$ cat src/rtl/qpm_pkg.sv
package qpm_pkg;

    localparam int NUM_CHAN = 4;
    localparam int NUM_ENGINE = 2;
    localparam int BUS_W = 8;

    // Bit positions on each channel bus, UART function.
    localparam int UART_TX_BIT = 0;
    localparam int UART_RX_BIT = 1;
    localparam int UART_RTS_BIT = 2;
    localparam int UART_CTS_BIT = 3;
    localparam int UART_DTR_BIT = 4;
    localparam int UART_DSR_BIT = 5;
    localparam int UART_DCD_BIT = 6;
    localparam int UART_RING_BIT = 7;

    // Bit positions on each channel bus, serial engine function.
    localparam int ENG_CLK_BIT = 0;
    localparam int ENG_DOUT_BIT = 1;
    localparam int ENG_DIN_BIT = 2;
    localparam int ENG_SEL_BIT = 3;
    localparam int ENG_GPIO_LSB = 4;

    // Output enable patterns per function, and the bus output value loaded at reset.
    localparam logic [7:0] UART_OE_BASE = 8'h15;
    localparam logic [7:0] ENG_OE_BASE = 8'h0b;
    localparam logic [7:0] BUS_RESET_OUT = 8'hff;

    // Reset value of the channel mode field.
    localparam logic [1:0] MODE_RESET = 2'h0;

    typedef enum logic [1:0] {
        QPM_MODE_UART = 2'h0,
        QPM_MODE_BB_ASYNC = 2'h1,
        QPM_MODE_BB_SYNC = 2'h2,
        QPM_MODE_ENGINE = 2'h3
    } qpm_mode_t;

    // Per-channel configuration coming from the configuration memory.
    typedef struct packed {
        qpm_mode_t mode;
        logic lineDriverSel;
        logic wakeEnable;
        logic wakePulldown;
    } qpm_cfg_t;

    // Function-side outputs for one channel.
    typedef struct packed {
        logic uartTx;
        logic uartRtsN;
        logic uartDtrN;
        logic lineDriverEnable;
        logic engineClockOut;
        logic engineDataOut;
        logic engineSelect;
        logic [3:0] engineGpioOut;
        logic [3:0] engineGpioOe;
        logic [7:0] bitbangOut;
        logic [7:0] bitbangOe;
    } qpm_fn_out_t;

    // Function-side inputs returned for one channel.
    typedef struct packed {
        logic uartRx;
        logic uartCtsN;
        logic uartDsrN;
        logic carrierDetectN;
        logic ringIndicateN;
        logic engineDataIn;
        logic [3:0] engineGpioIn;
        logic [7:0] bitbangIn;
    } qpm_fn_in_t;

    localparam int FN_IN_W = $bits(qpm_fn_in_t);

endpackage : qpm_pkg

$ cat src/rtl/qpm_fifo.sv
`timescale 1ns/100ps
module qpm_fifo #(
    parameter int WIDTH = 8,
    parameter int DEPTH = 8
) (
    // Clock and reset
    input wire logic clk,
    input wire logic resetn,
    // Fill side
    input wire logic inValid,
    output logic inReady,
    input wire logic [WIDTH-1:0] inData,
    // Drain side
    output logic outValid,
    input wire logic outReady,
    output logic [WIDTH-1:0] outData
);
    localparam int AW = $clog2(DEPTH);
    logic [WIDTH-1:0] mem [DEPTH];
    logic [AW-1:0] wrPtr_reg;
    logic [AW-1:0] rdPtr_reg;
    logic [AW:0] count_reg;
    logic doWrite;
    logic doRead;

    assign inReady = (count_reg != (AW+1)'(DEPTH));
    assign outValid = (count_reg != '0);
    assign outData = mem[rdPtr_reg];
    assign doWrite = inValid && inReady;
    assign doRead = outValid && outReady;

    always_ff @(posedge clk) begin
        if (doWrite) begin
            mem[wrPtr_reg] <= inData;
        end
    end

    always_ff @(posedge clk or negedge resetn) begin
        if (!resetn) begin
            wrPtr_reg <= '0;
            rdPtr_reg <= '0;
            count_reg <= '0;
        end else begin
            if (doWrite) begin
                wrPtr_reg <= (wrPtr_reg == AW'(DEPTH - 1)) ? '0 : wrPtr_reg + 1'b1;
            end
            if (doRead) begin
                rdPtr_reg <= (rdPtr_reg == AW'(DEPTH - 1)) ? '0 : rdPtr_reg + 1'b1;
            end
            if (doWrite && !doRead) begin
                count_reg <= count_reg + 1'b1;
            end else if (doRead && !doWrite) begin
                count_reg <= count_reg - 1'b1;
            end
        end
    end
endmodule : qpm_fifo

$ cat src/rtl/qpm_pin_mux.sv
`timescale 1ns/100ps
// What this block does
// Each of four channels can be set to UART mode on its own.
// UART mode drives transmit, request-to-send and terminal-ready, handshakes active low.
// UART mode samples receive, clear-to-send, data-set-ready and carrier-detect inputs.
// Eighth UART line is ring-indicate input or line-driver enable output.
// Ring-indicate low with wake enabled signals resume to the suspended host.
// With the wake pull-down enabled, the ring line never ends suspend.
// Any channel can be a bit-bang port, synchronous or asynchronous, same pins.
// In bit-bang modes all eight lines are individually bidirectional data.
// Only channels A and B have the synchronous serial engine.
// Engine mode drives the serial clock output.
// Engine mode drives the serial data output.
// The target drives the engine data input in engine mode.
// Engine mode drives the select output.
// Engine mode leaves the upper four lines as software-driven GPIO.
// Channels C and D stay freely UART or bit-bang whatever A and B do.
// Ring-indicate versus line-driver choice comes from configuration; ring-indicate by default.
// Signals sit on bus bits 0 to 7 in listed order.
module qpm_pin_mux
    import qpm_pkg::*;
#(
    parameter int FIFO_DEPTH = 8
) (
    // Clock and reset
    input wire logic clk,
    input wire logic resetn,
    // Configuration per channel
    input wire qpm_cfg_t [NUM_CHAN-1:0] chanCfg,
    input wire logic usbSuspended,
    // Function side outputs per channel
    input wire qpm_fn_out_t [NUM_CHAN-1:0] fnOut,
    // Function side inputs per channel, buffered
    output qpm_fn_in_t [NUM_CHAN-1:0] fnIn,
    output logic fnInValid,
    input wire logic fnInReady,
    // Wake request toward the USB side
    output logic resumeReq,
    // Channel buses A to D as split pins
    input wire logic [BUS_W-1:0] chanABusIn,
    input wire logic [BUS_W-1:0] chanBBusIn,
    input wire logic [BUS_W-1:0] chanCBusIn,
    input wire logic [BUS_W-1:0] chanDBusIn,
    output logic [BUS_W-1:0] chanABusOut,
    output logic [BUS_W-1:0] chanBBusOut,
    output logic [BUS_W-1:0] chanCBusOut,
    output logic [BUS_W-1:0] chanDBusOut,
    output logic [BUS_W-1:0] chanABusOe,
    output logic [BUS_W-1:0] chanBBusOe,
    output logic [BUS_W-1:0] chanCBusOe,
    output logic [BUS_W-1:0] chanDBusOe
);
    logic [NUM_CHAN-1:0][BUS_W-1:0] pinMeta_reg;
    logic [NUM_CHAN-1:0][BUS_W-1:0] pinSync_reg;
    logic [NUM_CHAN-1:0][BUS_W-1:0] busOut_reg;
    logic [NUM_CHAN-1:0][BUS_W-1:0] busOe_reg;
    logic [NUM_CHAN-1:0][BUS_W-1:0] busOut_next;
    logic [NUM_CHAN-1:0][BUS_W-1:0] busOe_next;
    qpm_fn_in_t [NUM_CHAN-1:0] fnIn_next;
    qpm_fn_in_t [NUM_CHAN-1:0] fifoOut;
    logic fifoInReady;
    logic fifoOutValid;
    logic fnInValid_reg;
    logic resume_reg;
    logic resume_next;
    qpm_fn_in_t [NUM_CHAN-1:0] fnIn_reg;

    // Engine mode is honoured only where an engine exists; elsewhere it falls back to UART.
    function automatic qpm_mode_t effMode(input int ch, input qpm_mode_t m);
        if (m == QPM_MODE_ENGINE && ch >= NUM_ENGINE) begin // see
            return QPM_MODE_UART;
        end
        return m;
    endfunction : effMode

    // Pins come from outside, so two flops precede any use.
    always_ff @(posedge clk or negedge resetn) begin
        if (!resetn) begin
            pinMeta_reg <= '0;
            pinSync_reg <= '0;
        end else begin
            pinMeta_reg <= {chanDBusIn, chanCBusIn, chanBBusIn, chanABusIn};
            pinSync_reg <= pinMeta_reg;
        end
    end

    always_comb begin
        resume_next = 1'b0;
        for (int ch = 0; ch < NUM_CHAN; ch++) begin
            busOut_next[ch] = '0;
            busOe_next[ch] = '0;
            fnIn_next[ch] = '0;
            unique case (effMode(ch, chanCfg[ch].mode))
                QPM_MODE_UART: begin
                    busOut_next[ch][UART_TX_BIT] = fnOut[ch].uartTx; // see
                    busOut_next[ch][UART_RTS_BIT] = fnOut[ch].uartRtsN;
                    busOut_next[ch][UART_DTR_BIT] = fnOut[ch].uartDtrN;
                    busOe_next[ch] = UART_OE_BASE;
                    fnIn_next[ch].uartRx = pinSync_reg[ch][UART_RX_BIT];
                    fnIn_next[ch].uartCtsN = pinSync_reg[ch][UART_CTS_BIT];
                    fnIn_next[ch].uartDsrN = pinSync_reg[ch][UART_DSR_BIT];
                    fnIn_next[ch].carrierDetectN = pinSync_reg[ch][UART_DCD_BIT];
                    if (chanCfg[ch].lineDriverSel) begin // see
                        busOut_next[ch][UART_RING_BIT] = fnOut[ch].lineDriverEnable;
                        busOe_next[ch][UART_RING_BIT] = 1'b1;
                        fnIn_next[ch].ringIndicateN = 1'b1;
                    end else begin
                        fnIn_next[ch].ringIndicateN = pinSync_reg[ch][UART_RING_BIT];
                        // A pulled-down line would look like a ring forever, so it cannot wake.
                        if (usbSuspended && chanCfg[ch].wakeEnable && !chanCfg[ch].wakePulldown
                            && !pinSync_reg[ch][UART_RING_BIT]) begin // see
                            resume_next = 1'b1;
                        end
                    end
                end
                QPM_MODE_BB_ASYNC, QPM_MODE_BB_SYNC: begin
                    busOut_next[ch] = fnOut[ch].bitbangOut;
                    busOe_next[ch] = fnOut[ch].bitbangOe;
                    fnIn_next[ch].bitbangIn = pinSync_reg[ch];
                end
                QPM_MODE_ENGINE: begin
                    busOut_next[ch][ENG_CLK_BIT] = fnOut[ch].engineClockOut;
                    busOut_next[ch][ENG_DOUT_BIT] = fnOut[ch].engineDataOut;
                    busOut_next[ch][ENG_SEL_BIT] = fnOut[ch].engineSelect;
                    busOut_next[ch][ENG_GPIO_LSB +: 4] = fnOut[ch].engineGpioOut;
                    busOe_next[ch] = ENG_OE_BASE | {fnOut[ch].engineGpioOe, 4'h0};
                    fnIn_next[ch].engineDataIn = pinSync_reg[ch][ENG_DIN_BIT];
                    fnIn_next[ch].engineGpioIn = pinSync_reg[ch][ENG_GPIO_LSB +: 4];
                end
            endcase
        end
    end

    always_ff @(posedge clk or negedge resetn) begin
        if (!resetn) begin
            busOut_reg <= {NUM_CHAN{BUS_RESET_OUT}};
            busOe_reg <= '0;
        end else begin
            busOut_reg <= busOut_next;
            busOe_reg <= busOe_next;
        end
    end

    always_ff @(posedge clk or negedge resetn) begin
        if (!resetn) begin
            resume_reg <= 1'b0;
        end else begin
            resume_reg <= resume_next;
        end
    end

    // Snapshots of the input lines queue in order; once the FIFO is full, later samples are dropped until a read frees a slot.
    qpm_fifo #(
        .WIDTH(NUM_CHAN * FN_IN_W),
        .DEPTH(FIFO_DEPTH)
    ) u_fifo (
        .clk(clk),
        .resetn(resetn),
        .inValid(1'b1),
        .inReady(fifoInReady),
        .inData(fnIn_next),
        .outValid(fifoOutValid),
        .outReady(fnInReady || !fnInValid_reg),
        .outData(fifoOut)
    );

    // Output stage holds one word so the port comes straight from a flop.
    always_ff @(posedge clk or negedge resetn) begin
        if (!resetn) begin
            fnIn_reg <= '0;
            fnInValid_reg <= 1'b0;
        end else if (fnInReady || !fnInValid_reg) begin
            fnIn_reg <= fifoOut;
            fnInValid_reg <= fifoOutValid;
        end
    end

    assign fnIn = fnIn_reg;
    assign fnInValid = fnInValid_reg;
    assign resumeReq = resume_reg;
    assign chanABusOut = busOut_reg[0];
    assign chanBBusOut = busOut_reg[1];
    assign chanCBusOut = busOut_reg[2];
    assign chanDBusOut = busOut_reg[3];
    assign chanABusOe = busOe_reg[0];
    assign chanBBusOe = busOe_reg[1];
    assign chanCBusOe = busOe_reg[2];
    assign chanDBusOe = busOe_reg[3];
endmodule : qpm_pin_mux

$ cat config.mk
export PLATFORM = sky130hd
export DESIGN_NAME = qpm_pin_mux
export DESIGN_NICKNAME = d
export VERILOG_FILES = /design/src/rtl/qpm_pkg.sv /design/src/rtl/qpm_fifo.sv /design/src/rtl/qpm_pin_mux.sv
export SDC_FILE = /design/constraint.sdc
export NUM_CORES = 1
export LEC_CHECK = 0
export ABC_CLOCK_PERIOD_IN_PS = 8800
export BUFFER_PORTS_ARGS = -buffer_cell sky130_fd_sc_hd__buf_4
export CAP_MARGIN = 40
export CORE_MARGIN = 8
export CORE_UTILIZATION = 55
export CTS_CLUSTER_SIZE = 12
export DETAILED_ROUTE_END_ITERATION = 6
export GPL_ROUTABILITY_DRIVEN = 0
export MAX_ROUTING_LAYER = met4
export PLACE_DENSITY = 0.75
export SLEW_MARGIN = 15
export SYNTH_ARGS = -nofsm -noshare
export SYNTH_HDL_FRONTEND = slang
export SYNTH_SLANG_ARGS = --single-unit
export TNS_END_PERCENT = 50
$ cat constraint.sdc
create_clock -name clk -period 8.8 [get_ports clk]
set_clock_uncertainty 0.2 [all_clocks]
set_input_delay 0.44 -clock clk [delete_from_list [all_inputs] [get_ports clk]]
set_output_delay 0.44 -clock clk [all_outputs]
set_load 0.1 [all_outputs]
# ---- Word level (Yosys, flattened, before mapping)
# Memories as Yosys holds them, arrays and structs flattened. A register that Yosys moved wholly into a read port is not among the register bits.
# Index checks and enable logic that the tools add are counted.
dict set report totals {
  ff_bits 140
  latchBits 0
  ram_bits 576
  rom_bits 0
  in_bits 180
  out_inout_bits 138
  memories 1
}
dict set report classes {
  addsub 4
  mul 0
  div_mod_pow 0
  n_lt_le_gt_ge 0
  n_eq_ne 17
  n_shift 0
  mux 80
  n_bitwise 0
  n_reduce_logical 38
}
# name depth word_bits rd rd_ports_with_merged_regs write_ports line_no
set mem_list {}
lappend mem_list {u_fifo.mem 8 72 1 1 1 qpm_fifo.sv:19} ;# logic [WIDTH-1:0] mem [DEPTH];
# op n
set op_table {}
lappend op_table {{$pmux 8 s3} 4}
lappend op_table {{$mux 5} 8}
lappend op_table {{$pmux 1 s3} 12}
lappend op_table {{$mux 8} 4}
lappend op_table {{$mux 1} 28}
lappend op_table {{$pmux 1 s2} 12}
lappend op_table {{$eq 2x2->1 const B} 10}
lappend op_table {{$pmux 2 s2} 4}
lappend op_table {{$logic_and 1x1->1} 15}
lappend op_table {{$logic_not 1->1} 12}
lappend op_table {{$eq 2x1->1 const B} 4}
lappend op_table {{$logic_not 2->1} 4}
lappend op_table {{$mux 2} 4}
lappend op_table {{$mux 4} 2}
lappend op_table {{$reduce_or 2->1} 4}
lappend op_table {{$add 3x1->3 const B} 2}
lappend op_table {{$eq 3x3->1 const B} 2}
lappend op_table {{$mux 3} 2}
lappend op_table {{$add 4x1->4 const B} 1}
lappend op_table {{$ne 4x4->1 const B} 1}
lappend op_table {{$reduce_bool 4->1} 1}
lappend op_table {{$sub 4x1->4 const B} 1}
lappend op_table {{$reduce_bool 2->1} 1}
lappend op_table {{$logic_or 1x1->1} 1}

# ---- Longest topological paths before layout
# Gate-level depths: netlist of run 1.
dict set report logic_depth {
  ltp_word 15
  mapped_depth 10
  mapped_depth_nobuf 10
}

# ---- Cells and area by module
# From an unflattened synthesis of run 1, not the netlist that was laid out.
dict set report hier_totals {
  cells_unflattened 1443
  area_unflattened_um2 30037.6
}
# mod instances cells_each area_per_inst_um2 seq_area_each_um2
set by_module_without_submodules {}
lappend by_module_without_submodules {qpm_fifo 1 896 22271.4 17546.8}
lappend by_module_without_submodules {qpm_pin_mux 1 547 7766.2 5094.9}

# ---- Worst setup path before layout of run 1
# Ideal clock, no wire load.
dict set report synth_path {
  path_kind {flip-flop to flip-flop}
  from {reg u_fifo.count_reg[0]}
  to {mem u_fifo.mem[0][0] in the netlist's numbering (enable)}
  setup_time_ns 0.590
  arrival_time_ns 5.764
  required_ns 8.010
  path_slack_ns 2.245
  path_stages_with_launch 6
  path_buffers 0
  synth_period_minus_slack_ns 6.555
  path_cell_list {dfrtp_1 > nor3_1 > and2_1 > inv_2 > nand2b_1 > nor3_1}
}
dict set report synth_via {
  elab_chain_cells 3
}
# item line_no
set synth_rtl {}
lappend synth_rtl {{from (decl)} qpm_fifo.sv:22} ;# logic [AW:0] count_reg;
lappend synth_rtl {{from (signal assigned)} qpm_fifo.sv:51} ;# count_reg <= count_reg + 1'b1;
lappend synth_rtl {{from (signal assigned)} qpm_fifo.sv:53} ;# count_reg <= count_reg - 1'b1;
lappend synth_rtl {{$ne 4x4->1} qpm_fifo.sv:26} ;# assign inReady = (count_reg != (AW+1)'(DEPTH));
lappend synth_rtl {{named net fifoInReady} qpm_pin_mux.sv:61} ;# logic fifoInReady;
lappend synth_rtl {{$mux 1} qpm_fifo.sv:33} ;# if (doWrite) begin
lappend synth_rtl {{$mux 1 (not written as such)} qpm_fifo.sv:34} ;# mem[wrPtr_reg] <= inData;
lappend synth_rtl {{to (decl)} qpm_fifo.sv:19}
# The timed path passes the listed nets, and every way through them passes these cells.

==> impl_metrics.json, run 1 <==
{
  "clock_latency_ns": 0.62,
  "cts_sinks": 788,
  "period_minus_slack_ns": 3.42,
  "initial_core_util_pct": 55.5,
  "stdcell_count": 3094,
  "dp_slack_ns": 5.46,
  "fin_ws_ns": 5.38,
  "setup_viol_count_final": 0,
  "ir_worst_vdd_mv": 0.354,
  "htreeDepth": 3,
  "synth_edf_count": 576,
  "grt_use_total_pct": 23.6,
  "grt_setup_unrepaired": "no",
  "rows": 85,
  "core_mm2": 0.0537,
  "fmax_mhz": 292,
  "antenna_found_initial": 3,
  "ant_nets": 0,
  "postLayoutCellArea_mm2": 0.0372,
  "cts_buffers": 81,
  "avgSynthCellArea_um2": 16.2,
  "cts_tree": "done",
  "largest_register_ffs": 576,
  "grt_start_max_net_pins": 161,
  "worst-path-stages": 6,
  "postPlaceCellArea_mm2": 0.0332,
  "power_mw": 13.6,
  "cts-root-buf": "clkbuf_16",
  "synth_commonest_cells": "edfxtp_1, mux2i_1, dfrtp_1",
  "worst-path-max-fanout": 160,
  "cts.clk_slew.worst_paths_ns": 0.06,
  "route.vias.total": 17700,
  "avgViaCountPerCell": 5.73,
  "dp.final_hpwl_um": 39300,
  "final_hold_viol_count": 0,
  "grt_pass1_vias": 18800,
  "worstMarginPinSlew_ns": 1.19,
  "slew_headroom_pct": 21.0,
  "start_kind": "register",
  "drtIter0Drc": 1575,
  "cts_setup_buffers": 0,
  "seq_area_frac_synth_pct": 75.9,
  "fin_util_pct": 69.3,
  "cp.required_ns": 9.11,
  "worstReg2RegStart": "u_fifo.rdPtr_reg[0]",
  "yosysWarnings": 0,
  "crit_type": "reg2reg",
  "syn-cell-area_mm2": 0.0298,
  "wl_per_cell_um": 23.3,
  "path_cells": "buf_4, buf_12, mux2i_1, a22oi_1, nand3_1, nand2_1",
  "final_layout_size_suffix_gt1_share_pct": 21.4,
  "netlist.area_leader.share_pct": 58.0,
  "hold_path.class": "in2reg",
  "synthFlopType": "edfxtp_1",
  "period_share_pct": 38.9,
  "worst-r2r-setup-slack_ns": 5.38,
  "power.leakage_nw": 14.9,
  "cts_max_path_buffers": 3,
  "whs_ns": 0.0420,
  "wirelength_um": 72200,
  "hold_depth": 3,
  "crit_family": "buffers and inverters",
  "synth_nets": 2040,
  "max_stage_delay_ns": 0.86,
  "ys_types": 41,
  "drt_pass1_iterations": 5,
  "min_delay_worst_endpoint": "chanABusOe[7]",
  "arrival_ns": 3.73,
  "timing.rr.end": "fnIn[29]",
  "tns_ns": 0,
  "slew_violations": 0,
  "powerDensity_mw_per_mm2": 366,
  "path_buf_inv": 2,
  "critical_path.endpoint_type": "register",
  "synthTopCellsByArea": "edfxtp_1, dfrtp_1, mux2i_1",
  "synth_largest_area_cell": "edfxtp_1",
  "critPathSlowestCell": "buf_12",
  "die_height_um": 249,
  "dieArea_mm2": 0.0619,
  "io_pins": 318,
  "hold_path.startpoint": "fnOut[7]",
  "die_w_um": 249,
  "syn2layout_area_growth_pct": 24.9,
  "status": "completed",
  "synthArstFlopShare_pct": 26.9,
  "grt_pass1_wl_um": 110000,
  "synth.most_common_cell": "edfxtp_1",
  "drc": 0,
  "nets": 2527,
  "fillCellCount": 3406,
  "syn_inst": 1844,
  "grt_overflow_total": 0,
  "reg2reg_depth": 6,
  "ys_seq_elements": 788,
  "dp.cells": 2788,
  "drv_cap": 0,
  "port_buffers": 317
}
## worst reg2reg max path: cells and delay by family (launching register included)
family | cells | cell delay (ns)
compound gates | 1 | 0.11
simple gates | 2 | 0.20
mux | 1 | 0.52
flops | 1 | 0.70
buf+inv | 2 | 1.58
## worst max path at each step
| stage | startpoint | to | slack, ns |
|---|---|---|---|
| 5_1_grt | u_fifo.rdPtr_reg[0] | fnIn[10] | 5.17 |
| 3_5_place_dp | fnInReady | u_fifo.count_reg[3] | 5.46 |
| 2_1_floorplan | u_fifo.count_reg[0] | u_fifo.mem[0][0] | 2.25 |
| 3_3_place_gp | fnInReady | u_fifo.count_reg[3] | 5.20 |
| 6_report | u_fifo.rdPtr_reg[0] | fnIn[29] | 5.38 |
| 4_1_cts | u_fifo.rdPtr_reg[0] | fnIn[10] | 5.39 |
## report_power, final
part	switching [mW]	internal [mW]	leakage, nW	total, mW
Combinational	3.53	1.43	5.85	4.96
Sequential	0.376	5.10	7.86	5.48
Clock	1.34	1.86	1.20	3.20
## layout make-up
type | count | area [µm²] | area share [%]
sequential | 788 | 22600 | 60.8
multi-input combinational | 937 | 6700 | 18.0
timing repair buffer | 512 | 4500 | 12.1
clock buffer | 130 | 2320 | 6.24
tap | 696 | 871 | 2.34
clock inverter | 18 | 146 | 0.393
inverter | 11 | 41.3 | 0.111
antenna | 2 | 5.00 | 0.0134
## cell usage in the layout, fill, tap and decap left out, types with 9 or more instances in the layout
cell | netlist | layout
a22oi_1 | 164 | 164
o21ai_0 | 11 | 11
o21ai_1 | 10 | 10
clkbuf_16 | 0 | 84
clkbuf_1 | 67 | 41
mux2i_1 | 291 | 291
buf_16 | 0 | 9
and3_1 | 10 | 10
nand2_1 | 176 | 176
and2_1 | 46 | 45
dfstp_2 | 32 | 32
ha_1 | 15 | 15
nor2b_1 | 19 | 16
inv_1 | 10 | 10
nand3_1 | 74 | 74
dlygate4sd3_1 | 0 | 151
dfrtp_1 | 180 | 179
buf_4 | 8 | 339
a21oi_1 | 29 | 29
nor2_1 | 50 | 44
edfxtp_1 | 576 | 576
## routing by layer
metal / share of wire (%) / track usage [%]
met5: 0 / -
met4: 2.6 / 7.13
met2: 51 / 38.9
met3: 6.8 / 5.05
met1: 40 / 29.4
## what timing repair did
| item | in CTS | in global routing |
|---|---|---|
| gates resized for setup | 0 | 0 |
| hold buffers | 151 | 0 |
| endpoints found under the hold margin | 176 | 0 |
## logic make-up (layout without fill, tap and decap cells)
logic type      count (synthesis)  count (layout)  synth area share, %
other cells                     0               2                    0
compound gates                230             230                 5.43
simple gates                  395             395                 6.06
flops                         788             788                 75.9
fa+ha+maj                      16              16                0.696
buf+inv                       119             671                 1.97
xor+xnor                        2               2               0.0587
mux                           294             294                 9.88
No activity file was read; power rests on OpenSTA's default activity.
==> inputs of run 2 (changes only) <==
--- a/config.mk
+++ b/config.mk
@@ -5,16 +5,16 @@
 export SDC_FILE = /design/constraint.sdc
 export NUM_CORES = 1
 export LEC_CHECK = 0
-export ABC_CLOCK_PERIOD_IN_PS = 8800
+export ABC_CLOCK_PERIOD_IN_PS = 2780
 export BUFFER_PORTS_ARGS = -buffer_cell sky130_fd_sc_hd__buf_4
 export CAP_MARGIN = 40
 export CORE_MARGIN = 8
-export CORE_UTILIZATION = 55
+export CORE_UTILIZATION = 53
 export CTS_CLUSTER_SIZE = 12
 export DETAILED_ROUTE_END_ITERATION = 6
 export GPL_ROUTABILITY_DRIVEN = 0
 export MAX_ROUTING_LAYER = met4
-export PLACE_DENSITY = 0.75
+export PLACE_DENSITY = 0.76
 export SLEW_MARGIN = 15
 export SYNTH_ARGS = -nofsm -noshare
 export SYNTH_HDL_FRONTEND = slang
==> constraint.sdc (replaced) <==
create_clock -name clk -period 2.78 [get_ports clk]
set_clock_uncertainty 0.2 [all_clocks]
set_input_delay 0.139 -clock clk [delete_from_list [all_inputs] [get_ports clk]]
set_output_delay 0.139 -clock clk [all_outputs]
set_load 0.1 [all_outputs]
==> run 2 against run 1 <==
Effect of this change:
- design area is 2.6% higher
- utilization is 1.2 points lower
- critical path depth is 3 higher
- non-clock buffer count is 73 higher
- clock power grew to 3.2 times the previous value
- worst setup slack worse by 5.3 ns
- die area is 3.5% higher
- highest routed layer unchanged
==> impl_metrics.json, run 2 (synthesis results as in run 1) <==
{
  "status": "completed",
  "wl_per_cell_um": 22.9,
  "initial_core_util_pct": 53.2,
  "final_common_cell": "edfxtp_1",
  "port_buffers": 317,
  "dp.final_hpwl_um": 39300,
  "grt_start_max_net_pins": 63,
  "period_share_pct": 96.2,
  "postLayoutCellArea_mm2": 0.0382,
  "cp.required_ns": 3.08,
  "cts.clk_slew.worst_paths_ns": 0.06,
  "worst-path-max-fanout": 5,
  "slew_violations": 0,
  "io_pins": 318,
  "drt_pass1_iterations": 5,
  "ir_worst_vdd_mv": 0.911,
  "slew_headroom_pct": 43.1,
  "drc": 0,
  "cts_tree": "done",
  "core_mm2": 0.0561,
  "fmax_mhz": 374,
  "htreeDepth": 3,
  "rows": 87,
  "grt_use_total_pct": 23.2,
  "worst-r2r-setup-slack_ns": 0.11,
  "die_height_um": 253,
  "ant_nets": 0,
  "nets": 2600,
  "final_cell_mix": "edfxtp_1, buf_4, mux2i_1",
  "met2_usage_pct": 39.6,
  "start_kind": "register",
  "cts_max_path_buffers": 3,
  "largest_register_ffs": 576,
  "use_met1_pct": 28.0,
  "path_cells": "nor4_2, nor2_1, inv_1, ha_1, inv_1, ha_1, a21o_1, a2111oi_2, o31ai_1",
  "grt_overflow_total": 0,
  "cts_buffers": 81,
  "antenna_found_initial": 2,
  "grt.busiest_layer": "met2",
  "path_buf_inv": 2,
  "period_minus_slack_ns": 2.67,
  "route.vias.total": 18100,
  "die_w_um": 253,
  "power.leakage_nw": 15.3,
  "setup_viol_count_final": 0,
  "crit_type": "reg2reg",
  "drtIter0Drc": 1321,
  "dieArea_mm2": 0.0641,
  "cts_sinks": 788,
  "critPathSlowestCell": "dfrtp_1",
  "postPlaceCellArea_mm2": 0.0335,
  "crit_family": "compound AO/OA/AOI/OAI gates",
  "grt_pass1_vias": 19300,
  "powerDensity_mw_per_mm2": 1140,
  "avgViaCountPerCell": 5.59,
  "use_met3_pct": 4.25,
  "syn2layout_area_growth_pct": 28.1,
  "wirelength_um": 74100,
  "clock_latency_ns": 0.63,
  "arrival_ns": 2.98,
  "drv_cap": 0,
  "final_layout_size_suffix_gt1_share_pct": 21.6,
  "worstMarginPinSlew_ns": 0.853,
  "hold_path.class": "in2async",
  "final_hold_viol_count": 0,
  "tns_ns": 0,
  "grt_pass1_wl_um": 111000,
  "max_stage_delay_ns": 0.45,
  "cts-root-buf": "clkbuf_16",
  "critical_path.endpoint_type": "register"
}
## run 2: changes by cell type in the layout (fill, tap and decap cells not counted), moves of 4 or more
cell | previous run | this run
buf_12 | 5 | 25
buf_16 | 9 | 3
buf_4 | 339 | 347
buf_8 | 5 | 1
clkinv_16 | 0 | 4
dlygate4sd3_1 | 151 | 208
## run 2: layer usage
| layer | vias up | wire (µm) |
|---|---|---|
| met5 | - | 0 |
| met4 | 0 | 2020 |
| met3 | 122 | 5030 |
| met2 | 715 | 38100 |
| met1 | 9155 | 28900 |
| li1 | 8061 | - |
## run 2: final timing paths
kind,depth (start not counted),endpoint,from
min in group clk,2,pinMeta_reg[17],chanCBusIn[1]
max in group asynchronous,3,u_fifo.rdPtr_reg[0],resetn
worst min-delay path,2,chanABusOut[7],resetn
worst min register to register,0,pinSync_reg[6],pinMeta_reg[6]
worst max-delay path,9,u_fifo.count_reg[3],u_fifo.count_reg[0]
worst max register to register,9,u_fifo.count_reg[3],u_fifo.count_reg[0]
## run 2: final cells by class
type                    instances  area, µm²
flip-flops and latches        788      22600
fillers                      3548      17900
multi-input cells             937       6730
repair buffers                585       5300
clock buffers                 126       2250
well taps                     756        946
clock inverters                25        289
inverters                      11       43.8
diodes                          2       5.00
## run 2: power by group
group	internal, mW	switching, mW	total, mW
sequential	16.1	1.12	17.3
combinational	4.80	11.4	16.2
clock	5.84	4.43	10.3
## run 2: through the flow
stage | setup WS, ns | power (mW) | hold WS (ns) | instances | utilization [%]
after CTS | 0.0569 | 43.9 | 0.00372 | 3225 | 68.1
after detailed placement | 0.0927 | 33.4 | -0.0231 | 2867 | 59.8
final | 0.106 | 43.7 | 0.00987 | 3230 | 68.2
after global placement | 0.154 | 32.9 | -0.0216 | 2865 | 59.7
after global routing | -0.0712 | 45.5 | 0.0143 | 3230 | 68.2
after floorplan | -0.532 | 28.6 | -0.357 | 1844 | -
## run 2: worst register-to-register path, delay by kind of cell, from the launching register on
family | cells | cell delay [ns]
buffers and inverters | 2 | 0.16
flip-flops | 1 | 0.45
adder cells (fa/ha/maj) | 2 | 0.52
AO/OA/AOI/OAI | 3 | 0.76
AND/OR/NAND/NOR | 2 | 0.45
## run 2: what timing repair did
action / 4_1_cts / 5_1_grt
gates resized for setup: 0 / 3
endpoints found under the setup margin: 0 / 1
hold buffers: 207 / 2
setup buffers: 0 / 0
hold endpoints to repair: 341 / 1
==> inputs of run 3 (changes only) <==
--- a/config.mk
+++ b/config.mk
@@ -5,16 +5,16 @@
 export SDC_FILE = /design/constraint.sdc
 export NUM_CORES = 1
 export LEC_CHECK = 0
-export ABC_CLOCK_PERIOD_IN_PS = 2780
+export ABC_CLOCK_PERIOD_IN_PS = 2500
 export BUFFER_PORTS_ARGS = -buffer_cell sky130_fd_sc_hd__buf_4
 export CAP_MARGIN = 40
 export CORE_MARGIN = 8
-export CORE_UTILIZATION = 53
+export CORE_UTILIZATION = 55
 export CTS_CLUSTER_SIZE = 12
 export DETAILED_ROUTE_END_ITERATION = 6
 export GPL_ROUTABILITY_DRIVEN = 0
 export MAX_ROUTING_LAYER = met4
-export PLACE_DENSITY = 0.76
+export PLACE_DENSITY = 0.75
 export SLEW_MARGIN = 15
 export SYNTH_ARGS = -nofsm -noshare
 export SYNTH_HDL_FRONTEND = slang
==> constraint.sdc (replaced) <==
create_clock -name clk -period 2.5 [get_ports clk]
set_clock_uncertainty 0.2 [all_clocks]
set_input_delay 0.125 -clock clk [delete_from_list [all_inputs] [get_ports clk]]
set_output_delay 0.125 -clock clk [all_outputs]
set_load 0.1 [all_outputs]
==> run 3 against run 2 <==
Effect of this change:
- non-clock buffer count is 7 higher
- via count is 0.36% higher
- largest power group unchanged
- first-iteration DRC count grew 5.5%
- global-route usage rose by 0.41 points
- sequential power is 10% higher
- cell count down 1.9%
- register-to-register slack improved by 0.03 ns
- count of clock-buffer cells in the layout grew 4
- total power up 11%
- clock power grew 9%
- worst setup slack gained 0.031 ns
==> impl_metrics.json, run 3 (synthesis results as in run 1) <==
{
  "status": "completed",
  "min_delay_worst_endpoint": "chanDBusOe[3]",
  "arrival_ns": 2.64,
  "final_layout_size_suffix_gt1_share_pct": 22.2,
  "ant_nets": 0,
  "final_common_cell": "edfxtp_1",
  "crit_family": "compound AO/OA/AOI/OAI gates",
  "critical_path.endpoint_type": "register",
  "cp.required_ns": 2.78,
  "antenna_found_initial": 0,
  "worst-r2r-setup-slack_ns": 0.14,
  "slew_headroom_pct": 41.6,
  "cts-root-buf": "clkbuf_16",
  "worst-path-max-fanout": 3,
  "hold_path.class": "in2reg",
  "period_share_pct": 94.5,
  "path_cells": "nor4_2, buf_4, nor2_1, inv_1, ha_2, inv_2, ha_4, a21o_1, a21oi_2, mux2i_1, o31ai_1",
  "fillCellCount": 3285,
  "dp.final_hpwl_um": 38500,
  "wl_per_cell_um": 23.0,
  "final_hold_viol_count": 0,
  "cts_tree": "done",
  "cts.clk_slew.worst_paths_ns": 0.06,
  "critPathSlowestCell": "dfrtp_1",
  "core_mm2": 0.0537,
  "hold_depth": 4,
  "timing.rr.end": "u_fifo.count_reg[3]",
  "die_w_um": 249,
  "grt_overflow_total": 0,
  "setup_viol_count_final": 0,
  "nets": 2606,
  "ir_worst_vdd_mv": 1.22,
  "start_kind": "register",
  "slew_violations": 0,
  "hold_path.startpoint": "chanCfg[19]",
  "route.vias.total": 18100,
  "grt_start_max_net_pins": 74,
  "drv_cap": 0,
  "cts_sinks": 788,
  "fmax_mhz": 423,
  "grt_pass1_wl_um": 111000,
  "rows": 85,
  "drc": 0,
  "wirelength_um": 72800,
  "grt_use_total_pct": 23.7,
  "die_height_um": 249,
  "largest_register_ffs": 576,
  "clock_latency_ns": 0.62,
  "syn2layout_area_growth_pct": 27.8,
  "io_pins": 318,
  "avgViaCountPerCell": 5.72,
  "cts_buffers": 80,
  "antenna_cells": 0,
  "postPlaceCellArea_mm2": 0.0335,
  "reg2reg_depth": 11,
  "crit_type": "reg2reg",
  "grt_pass1_vias": 19300,
  "final_cell_mix": "edfxtp_1, buf_4, mux2i_1",
  "grt_setup_unrepaired": "no",
  "powerDensity_mw_per_mm2": 1270,
  "initial_core_util_pct": 55.5,
  "startpoint": "u_fifo.count_reg[3]",
  "drtIter0Drc": 1394,
  "dieArea_mm2": 0.0619,
  "drt_pass1_iterations": 5,
  "power_mw": 48.5,
  "max_stage_delay_ns": 0.39,
  "worstReg2RegStart": "u_fifo.count_reg[3]",
  "path_buf_inv": 3,
  "power.leakage_nw": 15.3,
  "htreeDepth": 3,
  "port_buffers": 317,
  "postLayoutCellArea_mm2": 0.0381,
  "worstMarginPinSlew_ns": 0.876,
  "cts_max_path_buffers": 3,
  "period_minus_slack_ns": 2.36
}
## run 3: cell types whose count changed in the layout (fill, tap and decap cells not counted), sizes merged, moves of 2 or more
cell,previous run,this run
diode,2,0
clkbuf,126,130
buf,377,387
clkinv,19,8
inv,14,16
dlygate4sd3,208,205
## run 3: worst register-to-register path, delay by kind of cell, from the launching register on
kind / cells / cell delay (ns)
compound gates: 3 / 0.48
flops: 1 / 0.39
fa+ha+maj: 2 / 0.39
buf+inv: 3 / 0.28
simple gates: 2 / 0.31
mux: 1 / 0.20
## run 3: power breakdown
| part | internal (mW) | leakage (nW) | switching, mW |
|---|---|---|---|
| Sequential | 17.9 | 7.86 | 1.15 |
| Combinational | 5.48 | 6.26 | 12.7 |
| Clock | 6.37 | 1.17 | 4.78 |
| Total | 29.8 | 15.3 | 18.7 |
## run 3: worst max-delay path by stage
stage,endpoint,slack (ns),cells after the start
floorplan,u_fifo.mem[0][0],-0.72,5
global placement,u_fifo.count_reg[3],-0.02,10
detailed placement,u_fifo.count_reg[3],-0.07,10
CTS,u_fifo.count_reg[3],0.0003,10
global route,u_fifo.count_reg[3],0.03,11
finish,u_fifo.count_reg[3],0.14,11
## run 3: repair_timing
action / in CTS / in global routing
pin swaps: 1 / 5
hold endpoints to repair: 337 / 0
endpoints found under the setup margin: 1 / 2
hold buffers: 206 / 0
setup buffers: 1 / 2
resized for setup: 4 / 5
## run 3: per-layer routing
metal  GRT usage [%]  share of wire (%)  vias to the layer above
met4            7.94                2.6                        0
li1                -                  -                     8072
met2            39.8                 51                      713
met1            29.1                 40                     9206
met5               -                  0                        -
met3            3.99                6.3                      127
## run 3: final cells by class
cell class	count	area (µm²)	share of cell area, %
Multi-Input combinational cell	937	6770	17.8
Clock inverter	16	158	0.413
Clock buffer	130	2280	5.98
Sequential cell	788	22600	59.4
Inverter	11	43.8	0.115
Tap cell	696	871	2.28
Timing Repair Buffer	592	5360	14.1
## run 3: through the flow
step | hold WS [ns] | util (%) | setup WS (ns) | TNS, ns | std cells
5_1_grt | 0.0333 | 71.0 | 0.0263 | 0 | 3170
4_1_cts | 0.00535 | 70.8 | 0.000281 | 0 | 3166
2_1_floorplan | -0.371 | - | -0.723 | -107.07 | 1844
3_5_place_dp | -0.0688 | 62.4 | -0.0695 | -0.0695 | 2813
3_3_place_gp | -0.0748 | 62.3 | -0.0169 | -0.0169 | 2812
6_report | 0.0209 | 71.0 | 0.137 | 0 | 3170
